## config.mk

```make
export PLATFORM = sky130hd
export DESIGN_NAME = tbp_parser_flat
export DESIGN_NICKNAME = d
export VERILOG_FILES = /design/src/tbp_pkg.sv /design/src/tbp_if.sv /design/src/tbp_parser.sv /design/src/flat_wrapper.sv
export SDC_FILE = /design/constraint.sdc
export NUM_CORES = 1
export LEC_CHECK = 0
export ABC_AREA = 1
export BUFFER_PORTS_ARGS = -buffer_cell sky130_fd_sc_hd__buf_2
export CORE_AREA = 2 2 148 150
export CTS_BUF_LIST = sky130_fd_sc_hd__clkbuf_2
export CTS_CLUSTER_SIZE = 8
export DETAILED_ROUTE_END_ITERATION = 8
export DIE_AREA = 0 0 150 152
export PLACE_DENSITY = 0.59
export SETUP_SLACK_MARGIN = 0.2
export SLEW_MARGIN = 20
export SYNTH_ARGS = -nofsm -noshare
export SYNTH_HDL_FRONTEND = slang
export SYNTH_SLANG_ARGS = --single-unit
```

## constraint.sdc

```tcl
create_clock -name clock -period 5.83 [get_ports clock]
set_clock_uncertainty 0.2 [all_clocks]
set_input_delay 1.166 -clock clock [delete_from_list [all_inputs] [get_ports clock]]
set_output_delay 1.166 -clock clock [all_outputs]
set_load 0.05 [all_outputs]
```

## src/tbp_pkg.sv

```systemverilog
// Constants shared by the transmit command parser and the host writer.
// Assumes a single clock domain and a 32-bit word stream between the two ends.
// How it works
// - End alignment codes: 4, 16, 32 bytes, reserved.
// - Start offset sits in bits 20:16.
// - Bit 13 of word A marks first buffer.
// - Bit 12 of word A marks last buffer.
// - Bits 10:0 of word A give payload bytes.
// - Sum of buffer sizes must equal packet length.
// - Padding words after payload are discarded.
// - Tag in word B goes to status.
// - Word B bit 13 disables CRC append.
// - Word B bit 12 disables padding, forces CRC.
// - Word B bits 10:0 are packet length.
// - Data follows both command words in order.
// - Low offset bits select first byte lane.
// - Upper offset bits skip whole leading words.
// - Unused trailing bytes are not forwarded.
// - Host pads each buffer to end alignment.
// - Host keeps middle buffers at least four bytes.
// - Any start, end and edge-buffer length accepted.
// - Host writes zero to reserved bits; the host end passes word A bits 23:21 through.
// - Word B identical across buffers, else error.
// - Word A bit 31 requests loaded flag.
// - Host sends both command words per buffer.
package tbp_pkg;
   localparam int        IOC_BIT      = 31;
   localparam int        ALIGN_HI     = 25;
   localparam int        ALIGN_LO     = 24;
   localparam int        OFS_HI       = 20;
   localparam int        OFS_LO       = 16;
   localparam int        FIRST_BIT    = 13;
   localparam int        LAST_BIT     = 12;
   localparam int        SIZE_HI      = 10;
   localparam int        TAG_HI       = 31;
   localparam int        TAG_LO       = 16;
   localparam int        NOCRC_BIT    = 13;
   localparam int        NOPAD_BIT    = 12;
   localparam logic [1:0] ALIGN_4     = 2'h0;
   localparam logic [1:0] ALIGN_16    = 2'h1;
   localparam logic [1:0] ALIGN_32    = 2'h2;
   localparam logic [31:0] RSVD_A_MASK = 32'h7C00C800;
   localparam logic [31:0] RSVD_B_MASK = 32'h0000C800;
   // Host command, data and status register offsets on APB.
   localparam logic [7:0] OFS_CMD_A   = 8'h00;
   localparam logic [7:0] OFS_CMD_B   = 8'h04;
   localparam logic [7:0] OFS_DATA    = 8'h08;
   localparam logic [7:0] OFS_STATUS  = 8'h0C;
   localparam logic [31:0] RESET_WORD = 32'h00000000;
endpackage

```

## src/tbp_if.sv

```systemverilog
// Word stream from host writer to command parser, and flags back.
// Assumes both ends share clock; the bench joins the modports.
`timescale 1ns/10ps
`default_nettype none
interface tbp_if;
   logic [31:0] word;
   logic        word_valid;
   logic        word_ready;
   logic        tx_error;
   logic        loaded;
   modport device (input word, input word_valid, output word_ready,
                   output tx_error, output loaded);
   modport host   (output word, output word_valid, input word_ready,
                   input tx_error, input loaded);
endinterface
`default_nettype wire

```

## src/tbp_parser.sv

```systemverilog
// Transmit command parser: decodes words A and B, strips offsets and padding,
// forwards payload bytes to the MAC side and checks lengths.
// Assumes the host end follows the word order: A, B, then the buffer words.
//
// The implementer's own choices: the address map and the APB register port.
`timescale 1ns/10ps
`default_nettype none
module tbp_parser (
   input  wire logic         clock,
   input  wire logic         reset,
   tbp_if.device             link,
   output var  logic [7:0]   mac_byte_ff,
   output var  logic         mac_valid_ff,
   output var  logic         mac_sof_ff,
   output var  logic         mac_eof_ff,
   output var  logic [15:0]  status_tag_ff,
   output var  logic         status_no_crc_ff,
   output var  logic         status_no_pad_ff,
   output var  logic         status_valid_ff,
   output var  logic         transmit_error_flag_ff,
   output var  logic         buffer_loaded_flag_ff
);
   import tbp_pkg::*;
   typedef enum logic [1:0] {TBP_CMD_A, TBP_CMD_B, TBP_DATA, TBP_BYTES} tbp_state_e;
   tbp_state_e  state_ff;
   logic [31:0] cmd_a_ff;
   logic [31:0] cmd_b_ff;
   logic [31:0] pkt_b_ff;
   logic        in_pkt_ff;
   logic [11:0] sum_ff;
   logic [10:0] left_ff;
   logic [9:0]  words_ff;
   logic [2:0]  skip_ff;
   logic [31:0] hold_ff;
   logic [1:0]  lane_ff;
   logic        first_byte_ff;
   logic        take;
   logic        buf_end;
   logic [5:0]  span;
   logic [9:0]  total_words;
   logic [9:0]  align_words;
   logic [11:0] new_sum;
   logic        err_now;

   assign link.word_ready = (state_ff != TBP_BYTES);
   assign take = link.word_valid && link.word_ready;
   assign link.tx_error = transmit_error_flag_ff;
   assign link.loaded = buffer_loaded_flag_ff;

   // Words spanned by offset plus payload, rounded up to the end alignment.
   always_comb begin
      span = {1'b0, link.word[OFS_HI:OFS_LO]};
      total_words = 10'((12'(span) + 12'(link.word[SIZE_HI:0]) + 12'h3) >> 2);
      case (link.word[ALIGN_HI:ALIGN_LO])
         ALIGN_16: align_words = (total_words + 10'h3) & 10'h3FC;
         ALIGN_32: align_words = (total_words + 10'h7) & 10'h3F8;
         default:  align_words = total_words;
      endcase
   end

   assign buf_end = (state_ff == TBP_BYTES) && (left_ff == 11'h1) && (lane_ff == 2'h3 ||
                    left_ff == 11'h1);
   assign new_sum = sum_ff + 12'(cmd_a_ff[SIZE_HI:0]);
   assign err_now = cmd_a_ff[LAST_BIT] && (new_sum != {1'b0, pkt_b_ff[SIZE_HI:0]});

   always_ff @(posedge clock or posedge reset) begin
      if (reset) begin
         state_ff <= TBP_CMD_A;
         cmd_a_ff <= RESET_WORD;
         cmd_b_ff <= RESET_WORD;
         words_ff <= 10'h0;
         skip_ff <= 3'h0;
         hold_ff <= RESET_WORD;
         lane_ff <= 2'h0;
         left_ff <= 11'h0;
      end else begin
         case (state_ff)
            TBP_CMD_A: if (take) begin
               cmd_a_ff <= link.word;
               words_ff <= align_words;
               skip_ff <= link.word[OFS_HI:OFS_LO+2];
               lane_ff <= link.word[OFS_LO+1:OFS_LO];
               left_ff <= link.word[SIZE_HI:0];
               state_ff <= TBP_CMD_B;
            end
            TBP_CMD_B: if (take) begin
               cmd_b_ff <= link.word;
               state_ff <= (words_ff == 10'h0) ? TBP_CMD_A : TBP_DATA;
            end
            TBP_DATA: if (take) begin
               words_ff <= words_ff - 10'h1;
               if (skip_ff != 3'h0) begin
                  skip_ff <= skip_ff - 3'h1;
               end else if (left_ff != 11'h0) begin
                  hold_ff <= link.word;
                  state_ff <= TBP_BYTES;
               end else if (words_ff == 10'h1) begin
                  state_ff <= TBP_CMD_A;
               end
            end
            TBP_BYTES: begin
               left_ff <= left_ff - 11'h1;
               lane_ff <= lane_ff + 2'h1;
               if (left_ff == 11'h1) begin
                  // Remaining lanes of this word are never forwarded.
                  lane_ff <= 2'h0;
                  state_ff <= (words_ff == 10'h0) ? TBP_CMD_A : TBP_DATA;
               end else if (lane_ff == 2'h3) begin
                  state_ff <= TBP_DATA;
               end
            end
            default: state_ff <= TBP_CMD_A;
         endcase
      end
   end

   // Byte output toward the MAC side, one byte per cycle.
   always_ff @(posedge clock or posedge reset) begin
      if (reset) begin
         mac_byte_ff <= 8'h00;
         mac_valid_ff <= 1'b0;
         mac_sof_ff <= 1'b0;
         mac_eof_ff <= 1'b0;
         first_byte_ff <= 1'b0;
      end else begin
         mac_valid_ff <= (state_ff == TBP_BYTES);
         mac_byte_ff <= hold_ff[8*lane_ff +: 8];
         mac_sof_ff <= (state_ff == TBP_BYTES) && first_byte_ff;
         mac_eof_ff <= buf_end && cmd_a_ff[LAST_BIT];
         if (state_ff == TBP_CMD_B && take) begin
            first_byte_ff <= cmd_a_ff[FIRST_BIT];
         end else if (state_ff == TBP_BYTES) begin
            first_byte_ff <= 1'b0;
         end
      end
   end

   // Packet accounting, word B consistency and status.
   always_ff @(posedge clock or posedge reset) begin
      if (reset) begin
         pkt_b_ff <= RESET_WORD;
         in_pkt_ff <= 1'b0;
         sum_ff <= 12'h0;
         transmit_error_flag_ff <= 1'b0;
         buffer_loaded_flag_ff <= 1'b0;
         status_tag_ff <= 16'h0000;
         status_no_crc_ff <= 1'b0;
         status_no_pad_ff <= 1'b0;
         status_valid_ff <= 1'b0;
      end else begin
         status_valid_ff <= 1'b0;
         buffer_loaded_flag_ff <= 1'b0;
         if (state_ff == TBP_CMD_B && take) begin
            if (cmd_a_ff[FIRST_BIT]) begin
               pkt_b_ff <= link.word;
               sum_ff <= 12'h0;
               in_pkt_ff <= 1'b1;
               transmit_error_flag_ff <= 1'b0;
            end else if (!in_pkt_ff || link.word != pkt_b_ff) begin
               transmit_error_flag_ff <= 1'b1;
            end
         end
         // Buffer done: its last padding word or its last byte has gone, or word B of a buffer with no words was taken.
         if ((state_ff == TBP_DATA && take && words_ff == 10'h1 && left_ff == 11'h0 &&
              skip_ff == 3'h0) || (state_ff == TBP_BYTES && left_ff == 11'h1 &&
              words_ff == 10'h0) || (state_ff == TBP_CMD_B && take && words_ff == 10'h0)) begin
            buffer_loaded_flag_ff <= cmd_a_ff[IOC_BIT];
            sum_ff <= new_sum;
            if (cmd_a_ff[LAST_BIT]) begin
               in_pkt_ff <= 1'b0;
               status_valid_ff <= 1'b1;
               status_tag_ff <= pkt_b_ff[TAG_HI:TAG_LO];
               // Padding off keeps CRC on regardless.
               status_no_pad_ff <= pkt_b_ff[NOPAD_BIT];
               status_no_crc_ff <= pkt_b_ff[NOCRC_BIT] && !pkt_b_ff[NOPAD_BIT];
               if (err_now) begin
                  transmit_error_flag_ff <= 1'b1;
               end
            end
         end
      end
   end
endmodule
`default_nettype wire

```

## src/flat_wrapper.sv

```systemverilog
// flat-port wrapper written by rule: the top's interface ports become plain ports
module tbp_parser_flat import tbp_pkg::*;
  (clock, reset, mac_byte_ff, mac_valid_ff, mac_sof_ff, mac_eof_ff, status_tag_ff, status_no_crc_ff, status_no_pad_ff, status_valid_ff, transmit_error_flag_ff, buffer_loaded_flag_ff, link_word, link_word_valid, link_word_ready, link_tx_error, link_loaded);
  tbp_if link_i ();
  input  wire logic clock;
  input  wire logic reset;
  output var  logic [7:0] mac_byte_ff;
  output var  logic mac_valid_ff;
  output var  logic mac_sof_ff;
  output var  logic mac_eof_ff;
  output var  logic [15:0] status_tag_ff;
  output var  logic status_no_crc_ff;
  output var  logic status_no_pad_ff;
  output var  logic status_valid_ff;
  output var  logic transmit_error_flag_ff;
  output var  logic buffer_loaded_flag_ff;
  input wire logic [$bits(link_i.word)-1:0] link_word;
  input wire logic [$bits(link_i.word_valid)-1:0] link_word_valid;
  output wire logic [$bits(link_i.word_ready)-1:0] link_word_ready;
  output wire logic [$bits(link_i.tx_error)-1:0] link_tx_error;
  output wire logic [$bits(link_i.loaded)-1:0] link_loaded;
  assign link_i.word = link_word;
  assign link_i.word_valid = link_word_valid;
  assign link_word_ready = link_i.word_ready;
  assign link_tx_error = link_i.tx_error;
  assign link_loaded = link_i.loaded;
  tbp_parser u_core (.clock(clock), .reset(reset), .link(link_i), .mac_byte_ff(mac_byte_ff), .mac_valid_ff(mac_valid_ff), .mac_sof_ff(mac_sof_ff), .mac_eof_ff(mac_eof_ff), .status_tag_ff(status_tag_ff), .status_no_crc_ff(status_no_crc_ff), .status_no_pad_ff(status_no_pad_ff), .status_valid_ff(status_valid_ff), .transmit_error_flag_ff(transmit_error_flag_ff), .buffer_loaded_flag_ff(buffer_loaded_flag_ff));
endmodule
```

Word-level counts from Yosys, hierarchy flattened --
Index checks and enable logic that the tools add are counted. W data, S select, Z words.
Operators by class: eq/ne operators 18, add/sub/neg operators 9, bitwise gates (word level) 1, muxes and demuxes 41, shift operators 1, reduce and logical (&&, ||, !) cells 40
Operator list (count):
- $pmux W10 S2 | 2
- $mux W12 | 3
- $ne A32 B32 Y1 | 1
- $shiftx A32 B6 Y8 | 1
- $mux W2 | 11
- $pmux W11 S2 | 1
- $mux W10 | 2
- $mux W1 | 15
- $logic_and A1 B1 Y1 | 14
- $add A12 B11 Y12 | 1
- $add A12 B2 Y12 const B | 1
- $add A5 B11 Y12 | 1
- $ne A12 B11 Y1 | 1
- $eq A11 B1 Y1 const B | 1
- $logic_not A11 Y1 | 1
- $mux W11 | 1
- $reduce_bool A11 Y1 | 1
- $sub A11 B1 Y11 const B | 1
- $add A10 B2 Y10 const B | 1
- $add A10 B3 Y10 const B | 1
- $eq A10 B1 Y1 const B | 1
- $logic_not A10 Y1 | 1
- $reduce_and A2 Y1 | 5
- $reduce_bool A2 Y1 | 5
- other kinds (22) | 37
Storage, ports and cells: register bits 170, output and inout port bits 35, logic and storage cells 131

Depth between registers and ports, before layout --
depth after elaboration 10, gate-level depth with buffers 21, depth with buffers taken out 21

Least setup slack after synthesis --
OpenSTA, ideal clock, no wires.
path type input port to flip-flop, from input port link_word[1], to register u_core.words_ff[6], setup slack 2.293 ns, setup time 0.116 ns, arrival 3.221 ns, stages on the path 21, path buffers 0, cells stage by stage inv_1 -> ha_1 -> nor2_1 -> inv_1 -> fa_1 -> inv_1 -> nand2_1 -> nand2_1 -> nand2_1 -> nand2_1 -> nand2_1 -> inv_1 -> nand4_1 -> inv_1 -> nor2_1 -> nor2_1 -> o21ai_0 -> nand2_1 -> nand2_1 -> nand2_1 -> nand2_1
On the way: longest elaborated chain between the ends 6, elaborated cells on any way between the ends 7
RTL lines:
- start, declared | RTL line flat_wrapper.sv:17 | input wire logic [$bits(link_i.word)-1:0] link_word;
- $add A5 B11 Y12 (*) | RTL line tbp_parser.sv:53 | total_words = 10'((12'(span) + 12'(link.word[SIZE_HI:0]) + 12'h3) >> 2);
- $add A12 B2 Y12 (*) | RTL line tbp_parser.sv:53
- $add A10 B3 Y10 or $add A10 B2 Y10 (tied branches) | RTL line tbp_parser.sv:56, tbp_parser.sv:55
- $pmux W10 S2 (*) | RTL line tbp_parser.sv:54 | case (link.word[ALIGN_HI:ALIGN_LO])
- $mux W10 (*) | RTL line tbp_parser.sv:78 | TBP_CMD_A: if (take) begin
- $pmux W10 S2 (*) | RTL line tbp_parser.sv:77 | case (state_ff)
- end signal, assigned | RTL line tbp_parser.sv:80 | words_ff <= align_words;
- end signal, assigned | RTL line tbp_parser.sv:91 | words_ff <= words_ff - 10'h1;
- end, declared | RTL line tbp_parser.sv:32 | logic [9:0] words_ff;
Every way passes the cells marked *; elsewhere a longest branch is shown, timed or not. The select of a mux whose other input is x is not followed. A chain may end at the register's enable or synchronous reset.

Worst setup path after layout --
from register u_core.state_ff[1], to output port link_word_ready
On the way: longest elaborated chain between the ends 1
RTL lines:
- start, declared | RTL line tbp_parser.sv:25 | tbp_state_e state_ff;
- start signal, assigned | RTL line tbp_parser.sv:88 | state_ff <= (words_ff == 10'h0) ? TBP_CMD_A : TBP_DATA;
- start signal, assigned | RTL line tbp_parser.sv:107 | state_ff <= (words_ff == 10'h0) ? TBP_CMD_A : TBP_DATA;
- $ne A2 B2 Y1 | RTL line tbp_parser.sv:45 | assign link.word_ready = (state_ff != TBP_BYTES);
- end, declared | RTL line flat_wrapper.sv:19 | output wire logic [$bits(link_i.word_ready)-1:0] link_word_ready;
No other way between the ends.

==> impl_metrics.yaml <==
yosys:
  synth_top_area_frac: 0.4582
  average_footprint_of_a_synthesized_cell_um2: 7.780
  synth-edff-count: 0
  synth_seq_cells: 152
  synth_cells: 1067
  synth_largest_area_cell: "sky130_fd_sc_hd__dfrtp_1"
  synth.net_count: 1132
  top_count_cell_post_synth: "sky130_fd_sc_hd__nand2_1"
  synthesis.area_mm2: 0.008302
  yosysSeqAreaShare: 0.4582
  post_synth_most_frequent_cells: "298 x sky130_fd_sc_hd__nand2_1, 152 x sky130_fd_sc_hd__dfrtp_1, 117 x sky130_fd_sc_hd__inv_1, 103 x sky130_fd_sc_hd__o21ai_0, 84 x sky130_fd_sc_hd__nor2_1"
  synthesis.yosys.warnings: 0
  async_reset_ff_frac: 1.000
  yosys.cell_types.count: 45
  ys_dominant_reg_cell: "sky130_fd_sc_hd__dfrtp_1"
  synthTopCellsByArea: "sky130_fd_sc_hd__dfrtp_1 46%, sky130_fd_sc_hd__nand2_1 13%, sky130_fd_sc_hd__o21ai_0 6.2%, sky130_fd_sc_hd__inv_1 5.3%, sky130_fd_sc_hd__ha_1 4.2%"
die:
  placement_rows: 54
  pin_count: 70
  dieWidth_um: 150
  floorplan.core_area_mm2: 0.02135
  floorplan.die_area_mm2: 0.02280
  initial_core_utilization: 0.3888
  floorplan.die.height_um: 152
sta:
  setup-tns-final_ns: 0
  finalWorstPathRequiredPeriod_ns: 3.545
  number_of_hold_slack_violations_in_the_final_timing_report: 0
  period_share: 0.6080
  grt_setup_unrepaired: "no"
  timing.slew.headroom: 0.3351
  achievable-frequency_mhz: 282.1
  slew_violations: 0
  final-setup-viol-count: 0
  worst_hold_margin_ns: 0.1948
  max_slew.worst_pin.slew_ns: 0.9938
clock_network:
  postCtsHoldBufs: 0
  ctsResizeCount: 0
  cts_buffer_depth: 2
  cts_post_setup_buffers_inserted: 0
  cts_tree: "done"
  clockRootBuffer: "sky130_fd_sc_hd__clkbuf_2"
  worst_path_clk_slew_ns: 0.26
  numClockSinks: 152
  clkLatencyLatePin_ns: 0.76
  cts_buffers: 17
  clock_tree.htree_level_count: 4
routing:
  postRouteAntennaNets: 0
  post_drt_via_cell_ratio: 5.073
  via_count: 7219
  post_detailed_route_drc_marker_count: 0
  post_drt_wl_per_cell_um: 15.64
  detail_route.wirelength_mm: 22.26
  initial_drt_markers: 558
  dr.pass1.iters: 5
critical_path:
  critical_path_peak_fanout: 16
  worst_path_cell_chain: "nand2_1, buf_2"
  setup.worst_path.start_class: "flop"
  critical_path.reg2reg.startpoint: "u_core.state_ff[1]"
  timing.critical_path.to_type: "output pin"
  startpoint: "u_core.state_ff[1]"
  r2r_cells: 8
  critPathSlowestCell: "sky130_fd_sc_hd__nand2_1"
  setup.worst_path.class: "flop to output pin"
  critical_path_required_ns: 4.46
  arrival_ns: 2.18
  timing.critical_path.slowest_cell_delay_ns: 0.54
status:
  run_status: "complete, no violations"
grt:
  grt_start_max_net_pins: 66
  global_route_wire_length_before_repair_mm: 36.40
  number_of_global_route_vias_before_repair: 6886
  grt_overflow_total: 0
  antenna_found_initial: 2
  track_usage: 0.2045
power:
  p_per_area_mw_per_mm2: 436.0
  peakVddDrop_v: 0.0001642
  leakage_nw: 4.723
placement:
  place.port_buffers: 69
  detailedPlacementHpwl_mm: 16.50
  finalWeightedCongestion: 0.9475
  dpl.cell_count: 1389
run:
  cap_viol_max_count: 0
finish:
  final_net_count: 1193
  number_of_standard_cells_in_the_layout_taps_in_and_fillers_out: 1423
  final_core_util: 0.4273
  area_growth_synth_to_finish_pct: 9.902
  drive_gt1_frac: 0.1139
min_path:
  type_of_the_tightest_min_delay_check: "input pin to asynchronous set/reset pin"
## critical path, delay by kind of cell, from the launching register on
| kind | cells | cell delay (ns) |
|---|---|---|
| DFF | 1 | 0.50 |
| and+or+nand+nor | 1 | 0.54 |
| buffers and inverters | 1 | 0.38 |
## logic make-up (layout without fill, tap and decap cells)
kind of cell,count (synthesis),in the layout,share of synthesized area
xor gates and xnor gates,31,31,0.03271
AOI/OAI and AO/OA,222,222,0.1498
buffers and inverters,161,235,0.07596
and+or+nand+nor,471,471,0.2363
adders and majority gates,30,30,0.04702
DFF,152,152,0.4582
other,0,2,0
## power by group
part           internal [mW]  switching (mW)  total (mW)
clock                  0.162           0.425       0.587
combinational          0.564            1.06        1.63
sequential              1.43           0.330        1.76
## cell type report
type / count / area (um^2)
Fill cell: 2271 / 12230
Clock buffer: 17 / 85.08
Inverter: 130 / 493.0
Tap cell: 280 / 350.3
Antenna cell: 2 / 5.005
Multi-Input combinational cell: 754 / 3872
Sequential cell: 152 / 3804
Timing Repair Buffer: 73 / 375.4
Clock inverter: 15 / 138.9
## flip-flops by register name (all words and copies together), names as in the netlist, 2 cells and up
signal	cells
u_core.skip_ff	3
u_core.lane_ff	2
u_core.pkt_b_ff	32
u_core.state_ff	2
u_core.sum_ff	12
u_core.status_tag_ff	16
u_core.cmd_a_ff	14
u_core.words_ff	10
u_core.hold_ff	32
u_core.left_ff	11
u_core.mac_byte_ff	8
## through the flow
step | total power, mW | setup WS, ns | instance area (um^2)
finish | 3.978 | 2.285 | 9124
global route | 4.338 | 2.116 | 9121
CTS | 4.002 | 2.208 | 9119
detailed placement | 3.413 | 1.817 | 8895
global placement | 3.378 | 1.862 | 8895
floorplan | 2.953 | 0.3709 | 8302
## worst paths after layout
check	slack (ns)	to
worst max-delay path	2.29	link_word_ready
worst min-delay path	0.19	u_core.status_tag_ff[14]
worst max register to register	2.89	u_core.sum_ff[1]
worst min register to register	0.31	u_core.status_tag_ff[13]
max in group asynchronous	4.16	u_core.mac_valid_ff
min in group clock	0.31	u_core.status_tag_ff[13]
## placed cells by master, fill, tap and decap left out, types with 2 or more instances in the layout
cell type	Yosys	final
sky130_fd_sc_hd__or2_1	2	2
sky130_fd_sc_hd__nor3_2	2	2
sky130_fd_sc_hd__o21ai_0	103	103
sky130_fd_sc_hd__o31ai_1	2	2
sky130_fd_sc_hd__o221ai_1	3	3
sky130_fd_sc_hd__nand4_1	15	15
sky130_fd_sc_hd__ha_1	28	28
sky130_fd_sc_hd__o311ai_0	3	3
sky130_fd_sc_hd__clkinvlp_4	0	4
sky130_fd_sc_hd__a21oi_1	31	31
sky130_fd_sc_hd__xnor2_1	9	9
sky130_fd_sc_hd__buf_4	2	4
sky130_fd_sc_hd__xor2_1	22	22
sky130_fd_sc_hd__a22oi_1	2	2
sky130_fd_sc_hd__a22o_1	4	4
sky130_fd_sc_hd__nand2_2	0	2
sky130_fd_sc_hd__nand2_1	298	296
sky130_fd_sc_hd__o2111ai_1	4	4
sky130_fd_sc_hd__dfrtp_1	152	152
sky130_fd_sc_hd__o211ai_1	9	9
sky130_fd_sc_hd__nand3b_1	3	3
sky130_fd_sc_hd__nor3_1	17	17
sky130_fd_sc_hd__o21ai_1	38	38
sky130_fd_sc_hd__o22ai_1	11	11
sky130_fd_sc_hd__o21bai_1	4	4
sky130_fd_sc_hd__inv_1	117	116
sky130_fd_sc_hd__clkinv_1	0	2
sky130_fd_sc_hd__inv_8	0	2
sky130_fd_sc_hd__clkbuf_2	1	17
sky130_fd_sc_hd__nand2_4	2	2
sky130_fd_sc_hd__inv_2	13	13
sky130_fd_sc_hd__buf_2	8	69
sky130_fd_sc_hd__fa_1	2	2
sky130_fd_sc_hd__nand3_1	43	43
sky130_fd_sc_hd__diode_2	0	2
sky130_fd_sc_hd__nor2_1	84	84
sky130_fd_sc_hd__a211oi_1	2	2
sky130_fd_sc_hd__inv_6	0	5
## per-layer routing
metal / wire, um / track usage / part of all wire / vias to the layer above
li1: - / - / - / 3614
met1: 10490 / 0.2860 / 0.47 / 3406
met2: 10340 / 0.3227 / 0.46 / 160
met3: 896 / 0.03634 / 0.040 / 39
met4: 535 / 0.06469 / 0.024 / 0
met5: 0 / 0 / 0 / -
(Power assumes the default switching activity.)
